--- config.mk ---
export PLATFORM = sky130hd
export DESIGN_NAME = sssd_top
export DESIGN_NICKNAME = d
export VERILOG_FILES = /design/src/rtl/sssd_pkg.sv /design/src/rtl/sssd_buf_if.sv /design/src/rtl/sssd_top.sv /design/src/rtl/sssd_sync2.sv /design/src/rtl/sssd_fifo.sv
export SDC_FILE = /design/constraint.sdc
export NUM_CORES = 2
export LEC_CHECK = 0
export BUFFER_PORTS_ARGS = -buffer_cell sky130_fd_sc_hd__buf_2
export CAP_MARGIN = 40
export CORE_ASPECT_RATIO = 1.5
export CORE_MARGIN = 1.5
export CORE_UTILIZATION = 30
export CTS_CLUSTER_DIAMETER = 40
export DETAILED_ROUTE_END_ITERATION = 16
export PLACE_DENSITY_LB_ADDON = 0.08
export SLEW_MARGIN = 5
export SYNTH_ARGS = -nofsm -noshare
export SYNTH_HDL_FRONTEND = slang
export SYNTH_SLANG_ARGS = --single-unit
--- constraint.sdc ---
create_clock -name ref_clk -period 5.1 [get_ports ref_clk]
set_input_delay 0.51 -clock ref_clk [delete_from_list [all_inputs] [get_ports ref_clk]]
set_output_delay 0.51 -clock ref_clk [all_outputs]
set_load 0.02 [all_outputs]
--- src/rtl/sssd_pkg.sv ---
// constants, types and helper functions of the strobe capture and data path block
// Overview of operation
// - Processor strobe sampled low latches the presented address.
// - Controller strobe sampled low also latches the presented address.
// - Any accepted strobe loads address bits one and zero into the burst counter.
// - With both strobes low on one edge, only the processor strobe counts.
// - Processor strobe is ignored while chip select one is high.
// - Sleep input high freezes activity while all stored contents are kept.
// - Undriven sleep input behaves as low, so the device runs normally.
// - Data lines acting as inputs are captured into a data register on the edge.
// - Read data comes from the location addressed at the previous edge.
// - Output enable low makes data and parity lines drive; the code drives them only in the clock after a read beat.
// - Output enable high floats data and parity lines for write data.
// - Advance sampled low during a burst steps to the next burst location.
// - First read clock after deselect keeps outputs off whatever output enable says.
// - Burst-order strap low selects linear, high or open selects interleaved.
package sssd_pkg;

	localparam int ADDR_W     = 18;
	localparam int DATA_W     = 32;
	localparam int PAR_W      = 4;
	localparam int BURST_W    = 2;
	localparam int WBUF_DEPTH = 32;
	localparam int WBUF_W     = ADDR_W + PAR_W + DATA_W;

	// position of the fields inside one buffered write word
	localparam int WB_DATA_LSB = 0;
	localparam int WB_PAR_LSB  = DATA_W;
	localparam int WB_ADDR_LSB = DATA_W + PAR_W;

	// values after reset, burst step and synchroniser depth
	localparam logic             RST_OE_N       = 1'b1;
	localparam logic             RST_SLEEP      = 1'b0;
	localparam logic             RST_MODE       = 1'b1;
	localparam logic [BURST_W-1:0] RST_BURST    = 2'h0;
	localparam logic [BURST_W-1:0] BURST_STEP   = 2'h1;
	localparam int               SYNC_STAGES    = 2;

	typedef enum logic [1:0] {
		ST_DESEL = 2'h0,
		ST_READ  = 2'h1,
		ST_WRITE = 2'h3,
		ST_SLEEP = 2'h2
	} sssd_state_e;

	// low address bits of the current burst beat
	function automatic logic [BURST_W-1:0] sssd_burst_lo(
		input logic [BURST_W-1:0] start,
		input logic [BURST_W-1:0] cnt,
		input logic               interleave
	);
		logic [BURST_W-1:0] lo;
		lo = interleave ? (start ^ cnt) : BURST_W'(start + cnt);
		return lo;
	endfunction

	function automatic logic [WBUF_W-1:0] sssd_pack_wr(
		input logic [ADDR_W-1:0] a,
		input logic [PAR_W-1:0]  p,
		input logic [DATA_W-1:0] d
	);
		return {a, p, d};
	endfunction

endpackage

--- src/rtl/sssd_buf_if.sv ---
// valid/ready carrier between the core and its write buffer
`timescale 1ns/1ps
interface sssd_buf_if #(
	parameter int W = 8
);
	logic         push_valid;
	logic         push_ready;
	logic [W-1:0] push_data;
	logic         pop_valid;
	logic         pop_ready;
	logic [W-1:0] pop_data;

	modport buf_side (
		input  push_valid, push_data, pop_ready,
		output push_ready, pop_valid, pop_data
	);
	modport user_side (
		output push_valid, push_data, pop_ready,
		input  push_ready, pop_valid, pop_data
	);
endinterface

--- src/rtl/sssd_top.sv ---
// address strobe capture, burst counter, sleep control and data pins of the burst sram
`timescale 1ns/1ps
module sssd_top
	import sssd_pkg::*;
(
	// clock and reset
	input  wire logic              ref_clk,
	input  wire logic              arst_n,
	// address and strobes, synchronous to ref_clk
	input  wire logic [ADDR_W-1:0] addr,
	input  wire logic              proc_addr_strobe_n,
	input  wire logic              ctrl_addr_strobe_n,
	input  wire logic              burst_advance_n,
	input  wire logic              write_n,
	// chip enables, synchronous to ref_clk
	input  wire logic              chip_sel1_n,
	input  wire logic              chip_en2,
	input  wire logic              chip_sel3_n,
	// asynchronous pins and strap
	input  wire logic              out_enable_n,
	input  wire logic              sleep_req,
	input  wire logic              burst_mode,
	// data and parity lines, split into in, out and enable
	input  wire logic [DATA_W-1:0] data_lines_in,
	output logic      [DATA_W-1:0] data_lines_out,
	output logic                   data_lines_oe,
	input  wire logic [PAR_W-1:0]  parity_lines_in,
	output logic      [PAR_W-1:0]  parity_lines_out,
	output logic                   parity_lines_oe,
	// storage array read port
	output logic      [ADDR_W-1:0] arr_rd_addr,
	output logic                   arr_rd_en,
	input  wire logic [DATA_W-1:0] arr_rd_data,
	input  wire logic [PAR_W-1:0]  arr_rd_par,
	// storage array write port
	output logic                   arr_wr_en,
	output logic      [ADDR_W-1:0] arr_wr_addr,
	output logic      [DATA_W-1:0] arr_wr_data,
	output logic      [PAR_W-1:0]  arr_wr_par,
	input  wire logic              arr_wr_ready,
	// status
	output logic                   wbuf_ready,
	output logic                   wr_lost,
	output logic                   sleeping
);

	typedef struct packed {
		sssd_state_e          state;
		logic [ADDR_W-3:0]    addr_hi;
		logic [BURST_W-1:0]   burst_start;
		logic [BURST_W-1:0]   burst_cnt;
		logic                 interleave;
		logic [DATA_W-1:0]    din;
		logic [PAR_W-1:0]     pin;
		logic                 wr_pend;
		logic [ADDR_W-1:0]    wr_addr;
		logic [ADDR_W-1:0]    rd_addr;
		logic                 rd_en;
		logic                 rd_mask;
		logic [DATA_W-1:0]    dout;
		logic [PAR_W-1:0]     pout;
		logic                 out_en;
		logic                 aw_en;
		logic [WBUF_W-1:0]    aw_word;
		logic                 wbuf_rdy;
		logic                 lost;
		logic                 sleep;
	} sssd_core_s;

	sssd_core_s         s_reg;
	sssd_core_s         s_next;

	logic               oe_n_s;
	logic               sleep_s;
	logic               mode_s;
	logic               proc_take;
	logic               ctrl_take;
	logic               chip_on;
	logic               access;
	logic               is_wr;
	logic               first_rd;
	logic [BURST_W-1:0] lo;
	logic [ADDR_W-1:0]  cur_addr;

	sssd_buf_if #(.W(WBUF_W)) wbuf ();

	// asynchronous pins; the pull-down and pull-up levels are the reset values
	sssd_sync2 #(
		.W       (3),
		.RST_VAL ({RST_OE_N, RST_SLEEP, RST_MODE})
	) u_sync (
		.ref_clk  (ref_clk),
		.arst_n   (arst_n),
		.async_in ({out_enable_n, sleep_req, burst_mode}),
		.sync_out ({oe_n_s, sleep_s, mode_s})
	);

	sssd_fifo #(
		.W (WBUF_W),
		.D (WBUF_DEPTH)
	) u_wbuf (
		.ref_clk (ref_clk),
		.arst_n  (arst_n),
		.bus     (wbuf.buf_side)
	);

	// buffered writes drain whenever the array takes them and the block is awake
	assign wbuf.pop_ready  = arr_wr_ready && !sleep_s;
	assign wbuf.push_valid = s_reg.wr_pend;
	assign wbuf.push_data  = sssd_pack_wr(s_reg.wr_addr, s_reg.pin, s_reg.din);

	always_comb begin
		s_next    = s_reg;
		access    = 1'b0;
		is_wr     = 1'b0;
		first_rd  = 1'b0;
		lo        = s_reg.burst_start;
		cur_addr  = '0;

		proc_take = !proc_addr_strobe_n && !chip_sel1_n;
		ctrl_take = !ctrl_addr_strobe_n && !proc_take;
		chip_on   = !chip_sel1_n && chip_en2 && !chip_sel3_n;

		// strap follows the synchronised pin only between bursts, never mid-burst;
		// sampling it once at release would only ever see the synchroniser reset value
		if (s_reg.state == ST_DESEL) begin
			s_next.interleave = mode_s;
		end

		s_next.rd_en   = 1'b0;
		s_next.rd_mask = 1'b0;
		s_next.wr_pend = 1'b0;
		s_next.lost    = s_reg.wr_pend && !wbuf.push_ready;
		s_next.wbuf_rdy = wbuf.push_ready;

		// array write port follows the buffer head
		s_next.aw_en = wbuf.pop_valid && wbuf.pop_ready;
		if (wbuf.pop_valid && wbuf.pop_ready) begin
			s_next.aw_word = wbuf.pop_data;
		end

		// data lines sampled whenever the block is awake and not driving them
		if (!s_reg.out_en) begin
			s_next.din = data_lines_in;
			s_next.pin = parity_lines_in;
		end

		s_next.sleep = sleep_s;
		if (sleep_s) begin
			// sleep only on a sampled high, an open pin reads low through reset value
			s_next.state  = ST_SLEEP;
			s_next.out_en = 1'b0;
			s_next.din    = s_reg.din;
			s_next.pin    = s_reg.pin;
		end else begin
			if (s_reg.state == ST_SLEEP) begin
				s_next.state = ST_DESEL;
			end
			if (proc_take || ctrl_take) begin
				if (chip_on) begin
					s_next.addr_hi     = addr[ADDR_W-1:BURST_W];
					s_next.burst_start = addr[BURST_W-1:0];
					s_next.burst_cnt   = RST_BURST;
					is_wr              = ctrl_take && !write_n;
					first_rd           = !is_wr && (s_reg.state != ST_READ)
						&& (s_reg.state != ST_WRITE);
					s_next.state       = is_wr ? ST_WRITE : ST_READ;
					access             = 1'b1;
				end else begin
					s_next.state = ST_DESEL;
				end
			end else if (s_reg.state == ST_READ || s_reg.state == ST_WRITE) begin
				if (!burst_advance_n) begin
					// two-bit count wraps, so the latched upper bits never change
					s_next.burst_cnt = BURST_W'(s_reg.burst_cnt + BURST_STEP);
				end
				is_wr        = !write_n;
				s_next.state = is_wr ? ST_WRITE : ST_READ;
				access       = 1'b1;
			end

			lo       = sssd_burst_lo(s_next.burst_start, s_next.burst_cnt,
				s_next.interleave);
			cur_addr = {s_next.addr_hi, lo};

			if (access && !is_wr) begin
				s_next.rd_addr = cur_addr;
				s_next.rd_en   = 1'b1;
				s_next.rd_mask = first_rd;
			end
			if (access && is_wr) begin
				s_next.wr_pend = 1'b1;
				s_next.wr_addr = cur_addr;
				s_next.din     = data_lines_in;
				s_next.pin     = parity_lines_in;
			end

			// one registered stage: array data for the address held last edge
			if (s_reg.rd_en) begin
				s_next.dout = arr_rd_data;
				s_next.pout = arr_rd_par;
			end

			// drive only with output enable low, never on the first read beat out of deselect
			s_next.out_en = !oe_n_s && s_reg.rd_en && !s_reg.rd_mask;
		end
	end

	always_ff @(posedge ref_clk or negedge arst_n) begin
		if (!arst_n) begin
			s_reg             <= '0;
			s_reg.state       <= ST_DESEL;
			s_reg.interleave  <= RST_MODE;
			s_reg.burst_cnt   <= RST_BURST;
			s_reg.burst_start <= RST_BURST;
		end else begin
			s_reg <= s_next;
		end
	end

	assign data_lines_out   = s_reg.dout;
	assign data_lines_oe    = s_reg.out_en;
	assign parity_lines_out = s_reg.pout;
	assign parity_lines_oe  = s_reg.out_en;
	assign arr_rd_addr      = s_reg.rd_addr;
	assign arr_rd_en        = s_reg.rd_en;
	assign arr_wr_en        = s_reg.aw_en;
	assign arr_wr_addr      = s_reg.aw_word[WB_ADDR_LSB +: ADDR_W];
	assign arr_wr_data      = s_reg.aw_word[WB_DATA_LSB +: DATA_W];
	assign arr_wr_par       = s_reg.aw_word[WB_PAR_LSB +: PAR_W];
	assign wbuf_ready       = s_reg.wbuf_rdy;
	assign wr_lost          = s_reg.lost;
	assign sleeping         = s_reg.sleep;

endmodule

--- src/rtl/sssd_sync2.sv ---
// two-stage synchroniser for the asynchronous pins
`timescale 1ns/1ps
module sssd_sync2
	import sssd_pkg::*;
#(
	parameter int         W       = 1,
	parameter logic [W-1:0] RST_VAL = '0
) (
	// clock and reset
	input  wire logic         ref_clk,
	input  wire logic         arst_n,
	// level in and out
	input  wire logic [W-1:0] async_in,
	output logic      [W-1:0] sync_out
);
	typedef struct packed {
		logic [W-1:0] meta;
		logic [W-1:0] stable;
	} sssd_sync_s;

	sssd_sync_s s_reg;
	sssd_sync_s s_next;

	always_comb begin
		s_next.meta   = async_in;
		s_next.stable = s_reg.meta;
	end

	always_ff @(posedge ref_clk or negedge arst_n) begin
		if (!arst_n) begin
			s_reg <= {RST_VAL, RST_VAL};
		end else begin
			s_reg <= s_next;
		end
	end

	assign sync_out = s_reg.stable;
endmodule

--- src/rtl/sssd_fifo.sv ---
// write buffer: valid/ready fifo with width and depth parameters
`timescale 1ns/1ps
module sssd_fifo
	import sssd_pkg::*;
#(
	parameter int W = WBUF_W,
	parameter int D = WBUF_DEPTH
) (
	// clock and reset
	input  wire logic ref_clk,
	input  wire logic arst_n,
	// both sides of the buffer
	sssd_buf_if.buf_side bus
);
	localparam int PW = $clog2(D);

	typedef struct packed {
		logic [PW-1:0] wr_ptr;
		logic [PW-1:0] rd_ptr;
		logic [PW:0]   count;
	} sssd_fifo_s;

	sssd_fifo_s   s_reg;
	sssd_fifo_s   s_next;
	logic [W-1:0] mem [D];
	logic         do_push;
	logic         do_pop;

	assign bus.push_ready = (s_reg.count != (PW+1)'(D));
	assign bus.pop_valid  = (s_reg.count != '0);
	assign bus.pop_data   = mem[s_reg.rd_ptr];

	always_comb begin
		s_next  = s_reg;
		do_push = bus.push_valid && bus.push_ready;
		do_pop  = bus.pop_valid && bus.pop_ready;
		if (do_push) begin
			s_next.wr_ptr = PW'(s_reg.wr_ptr + 1'b1);
		end
		if (do_pop) begin
			s_next.rd_ptr = PW'(s_reg.rd_ptr + 1'b1);
		end
		if (do_push && !do_pop) begin
			s_next.count = (PW+1)'(s_reg.count + 1'b1);
		end else if (do_pop && !do_push) begin
			s_next.count = (PW+1)'(s_reg.count - 1'b1);
		end
	end

	always_ff @(posedge ref_clk or negedge arst_n) begin
		if (!arst_n) begin
			s_reg <= '0;
		end else begin
			s_reg <= s_next;
		end
	end

	// storage has no reset; only the pointers and the count define what is valid
	always_ff @(posedge ref_clk) begin
		if (do_push) begin
			mem[s_reg.wr_ptr] <= bus.push_data;
		end
	end
endmodule

Yosys cells after proc, flatten, opt, wreduce, memory -nomap -nowiden
Memories as Yosys holds them, arrays and structs flattened. A register that Yosys moved wholly into a read port is not among the register bits.
Cells that the tools add are included.

word-level totals
  output and inout port bits = 115
  memory bits (writable) = 1,728
  input bits = 103
  logic and storage cells = 118
  memories = 1
  bits in registers = 161

memories
  name        words  bits a word  rd ports  clocked after Yosys merged registers in  write ports  RTL line         source
  u_wbuf.mem  32     54           1         1                                        1            sssd_fifo.sv:25  logic [W-1:0] mem [D];

operators by class
  multiplexer cells = 36
  reduce and logical (&&, ||, !) cells = 42
  add/sub/neg operators = 6
  bitwise operators = 2
  equal/unequal tests = 7

operators by type and width
  operator                                                                count
  75-bit 2-to-1 mux                                                       1
  36-bit 2-to-1 mux                                                       2
  55-bit 2-to-1 mux                                                       1
  20-bit 2-to-1 mux                                                       2
  18-bit 2-to-1 mux                                                       2
  2-bit 2-to-1 mux                                                        12
  1-bit logical AND                                                       17
  1-bit zero test                                                         15
  1-bit 2-to-1 mux                                                        14
  6-bit 2-to-1 mux                                                        2
  5-bit by 1-bit adder with 5-bit output (second input constant)          2
  2-bit AND reduction                                                     4
  6-bit by 1-bit adder with 6-bit output (second input constant)          1
  6-bit != test (second input constant)                                   1
  6-bit nonzero test                                                      1
  6-bit by 1-bit subtractor with 6-bit output (second input constant)     1
  2-bit equality test (second input constant)                             2
  2-bit by 1-bit != test with 1-bit output (second input constant)        2
  4-bit nonzero test                                                      1
  2-bit by 1-bit adder with 2-bit output (second input constant)          1
  2-bit adder                                                             1
  2-bit by 1-bit equality test with 1-bit output (second input constant)  1
  2-bit zero test                                                         1
  1-bit logical OR                                                        2
  other kinds (4)                                                         4

Depth between registers and ports, before layout
  depth in word-level cells = 12
  depth in mapped cells = 14
  mapped depth without buffers = 11

Modules after synthesis
A second synthesis with hierarchy kept.

second synthesis, totals
  cells, all modules = 3,683
  area, all modules = 74,704.1 µm²

modules (own cells, without submodules)
  module      cells an instance  instances  seq. area each (µm²)  area each (µm²)
  sssd_fifo   2,956              1          52,290.2              66,129.7
  sssd_top    721                1          4,830.9               8,419.3
  sssd_sync2  6                  1          155.1                 155.1

Worst setup path after synthesis
OpenSTA, ideal clock, no wires.

  path kind = reg-to-reg
  from = register u_wbuf.s_reg[0] (netlist name)
  to = memory u_wbuf.mem[31][0] (netlist name), enable pin
  data arrival time = 3.427 ns
  slack = 1.207 ns
  setup time = 0.466 ns
  clock period less this slack = 3.893 ns
  buffers on the path = 2
  stages on the path, launching flop included = 7
  data required time = 4.634 ns
  path through = dfrtp_1 > or4_4 > o31a_1 > clkbuf_1 > nand2_1 > buf_2 > nor2_1

on the way
  cells in the longest elaborated chain, start to end = 4

ends and longest elaborated chain
  item                                    RTL line         source
  start: declaration                      sssd_fifo.sv:23  sssd_fifo_s s_reg;
  start signal: assignment                sssd_fifo.sv:54  s_reg <= s_next;
  6-bit != test                           sssd_fifo.sv:29  assign bus.push_ready = (s_reg.count != (PW+1)'(D));
  1-bit logical AND                       sssd_fifo.sv:35  do_push = bus.push_valid && bus.push_ready;
  via u_wbuf.do_push                      sssd_fifo.sv:26  logic do_push;
  1-bit 2-to-1 mux                        sssd_fifo.sv:60  if (do_push) begin
  1-bit 2-to-1 mux (implied by the code)  sssd_fifo.sv:61  mem[s_reg.wr_ptr] <= bus.push_data;
  end: declaration                        sssd_fifo.sv:25

The timed path passes the listed nets, and every way through them passes these cells.

Final worst setup path
  from = register u_wbuf.s_reg[0] (netlist name)
  to = register u_wbuf.s_reg[5] (netlist name)

on the way
  cells in the longest elaborated chain, start to end = 5
  elaborated cells between the ends (all ways) = 13
  those cells by class = 2 x add/sub; 1 x eq/ne; 2 x mux; 8 x reduce/logical

ends and longest elaborated chain
  item
  branches (longest 5 deep; another with 6-bit by 1-bit subtractor with 6-bit output)

Parallel ways; which one is timed is not known. The select of a mux whose other input is x is not followed.
A chain may end at the register's enable or synchronous reset.

==> run_results.csv <==
group,metric,value,unit
setup_path,rr_endpoint,"u_wbuf.s_reg[5]",
setup_path,cp_num_buf_inv,2,
cts,post-cts-setup-buffers,0,
setup_path,crit_chain,"or4_4, o311a_4, inv_1, ha_1, inv_1, ha_1, a21oi_1, a21boi_0, o21a_1, o2111ai_1, o311ai_0",
global_routing,track_usage,0.176,
flow_run,drv_cap,0,
routing,ant_nets,0,
synthesis,synth_flop_cell,"edfxtp_1",
synthesis,synth_edf_count,1728,
timing,fin_skew,0.0444,ns
synthesis,synth_xor_xnor_area_share,0.00128,
floorplan,start_util,0.302,
synthesis,synthCells,3853,
placed_design,dp_hpwl,134000,µm
cts,htree_levels,5,
final_layout,multi_input_area,16600,µm²
routing,drt_pass1_iterations,5,
placed_design,portBuffers,217,
timing,whs,0.0868,ns
placed_design,placed_cell_area,81900,µm²
setup_path,cp_data_required_time,5.76,ns
cts,clk_path_buf_depth,4,
outcome,status,"finished, final reports clean",
floorplan,num_rows,225,
min_path,whs_endpoint,"s_reg[173]",
setup_path,rr_startpoint,"u_wbuf.s_reg[0]",
routing,wirelength,225000,µm
cts,clock_latency,0.83,ns
cts,postCtsResizedCells,0,
synthesis,synth_top_area_share,0.687,
timing,fin_setup_tns,0,ns
global_routing,antenna_found_initial,6,
power_and_ir_drop,max-vdd-ir-drop,0.423,mV
timing,slew_headroom,0.393,
cts,clock-sinks,1943,
synthesis,synth.avg_cell_area,19.6,µm²
placed_design,gp_congestion,0.728,
floorplan,dieArea,255000,µm²
final_layout,nets,4431,
synthesis,synthAdderAreaFrac,0.00225,
synthesis,yosysWarnings,0,
setup_path,crit_path_end_kind,"register",
routing,wire_per_inst,28.8,µm
timing,fin_crit_sh,0.687,
setup_path,startpoint,"u_wbuf.s_reg[0]",
floorplan,core,250000,µm²
global_routing,grt_overflow,0,
routing,top_layer,"met5",
synthesis,synth_common_cells,"edfxtp_1 (1728), mux2i_1 (286), mux4_2 (270), mux2_2 (248), nor2_1 (216)",
routing,via_count,37700,
routing,viasPerCell,4.82,
cts,cts_tree,"yes",
final_layout,finalInstanceArea,91800,µm²
synthesis,ys_ff_latch,1943,
routing,wl_met2,120000,µm
setup_path,slowest_delay,0.58,ns
synthesis,synth_cell_types,59,
synthesis,synth_top_cell_by_area,"edfxtp_1",
routing,wl_met1,92400,µm
routing,wl_met3,7980,µm
synthesis,ys_async_sr_fraction,0.111,
synthesis,yosys-top-cells-area,"edfxtp_1 (69%), mux4_2 (8.1%), dfrtp_1 (7.0%), mux2i_1 (3.8%), mux2_2 (3.7%)",
cts,cts_made_buffers,273,
timing,rsz0062_at_grt,"false",
synthesis,seq_area_frac_synth,0.759,
setup_path,worst-r2r-setup-slack,1.60,ns
setup_path,path_max_fanout,19,
floorplan,design.portCount,218,
routing,drc,0,
routing,drt_iter0_markers,2101,
synthesis,synth-compound-area-share,0.0399,
cts,hold_buffers,95,
min_path,min_from,"addr[0]",
timing,final_hold_viol_count,0,
min_path,hold_path.class,"primary input to register",
floorplan,die_w,413,µm
final_layout,fillCellCount,23100,
timing,fin_crit,3.50,ns
power_and_ir_drop,powerDensity,542,nW/µm²
setup_path,critPathKind,"register to register",
synthesis,synth_top_family_by_area,"multiplexers",
final_layout,area_growth,21.7,%
setup_path,crit_path_start_kind,"register",
synthesis,synthSimpleGateAreaFrac,0.0159,
setup_path,reg2reg_depth,11,
setup_path,crit_path_top_delay_cell,"or4_4",
setup_path,critPathTopFamily,"compound AO/OA/AOI/OAI gates",
timing,fmaxAchievable,286,MHz
min_path,holdPathStages,4,
global_routing,grt_pass1_wl,319000,µm
timing,worst_pin_slew,0.906,ns
synthesis,muxShareOfSynthArea,0.157,
cts,clkTransAtPathRegs,0.05,ns
global_routing,grt_pass1_vias,41200,
synthesis,synth_nets,3969,
timing,setup_viol,0,
final_layout,regArea,57300,µm²
power_and_ir_drop,p_leak,30.8,nW
timing,drv_slew,0,
final_layout,drive_gt1_frac,0.313,
cts,cts-root-buf,"clkbuf_16",
global_routing,grt_max_degree,118,
floorplan,die_h,617,µm
synthesis,syn_area,75500,µm²
setup_path,cp_data_arrival_time,4.16,ns
synthesis,yosysMostFrequentCell,"edfxtp_1",
final_layout,largest_reg_flops,1728,
-- worst min-delay path: cells and delay by family --
kind,cells,cell delay (ns)
AND/OR/NAND/NOR,2,0.13
multiplexers,1,0.14
buffers and inverters,1,0.09
-- placed cells by master, fill, tap and decap left out, drive strengths merged, types with 75 or more instances in the layout --
master | netlist | routed
a21oi | 75 | 75
mux2 | 258 | 258
mux2i | 286 | 286
o21ai | 79 | 79
dlygate4sd3 | 0 | 95
dfrtp | 210 | 210
edfxtp | 1728 | 1728
buf | 239 | 416
nor2 | 216 | 216
clkbuf | 85 | 338
mux4 | 270 | 270
-- metal layers --
layer	global-route usage	vias up
met1	0.217	20200
met3	0.0248	311
li1	-	16500
met5	0	-
met2	0.321	775
met4	0.0448	2
-- report_power, final --
group / switching [mW] / internal, mW / total, mW
logic: 7.05 / 4.91 / 12.0
registers: 0.752 / 18.0 / 18.8
clock network: 7.27 / 11.7 / 19.0
-- worst max-delay path by stage --
stage / endpoint / cells after the start
after CTS: u_wbuf.s_reg[5] / 11
after global placement: u_wbuf.s_reg[5] / 11
after floorplan: u_wbuf.mem[31][0] / 6
after global routing: u_wbuf.s_reg[5] / 11
after detailed placement: u_wbuf.s_reg[5] / 11
final: u_wbuf.s_reg[5] / 11
-- per-stage QoR --
step                power [mW]  utilization  setup slack [ns]  instances
global route              51.8        0.367              1.36       7816
CTS                       50.7        0.367              1.60       7815
detailed placement        31.4        0.327              1.60       7236
finish                    49.7        0.367              1.60       7820
global placement          31.3        0.323              1.49       7195
floorplan                 27.0            -              1.21       3853
-- cell type report --
type	count	area share
Sequential cell	1943	0.624
Timing Repair Buffer	511	0.0513
Clock buffer	338	0.0806
Clock inverter	146	0.0176
Antenna cell	5	0.000136
Tap cell	3291	0.0448
Multi-Input combinational cell	1574	0.181
Inverter	12	0.000490
-- cell families (layout without fill, tap and decap cells) --
group,after synthesis,after routing
flops,1943,1943
mux,814,814
compound gates,446,446
buf+inv,336,1007
simple gates,290,290
fa+ha+maj,13,13
xor+xnor,11,11
other cells,0,5
Note: power is estimated with default switching activity, not from simulation.
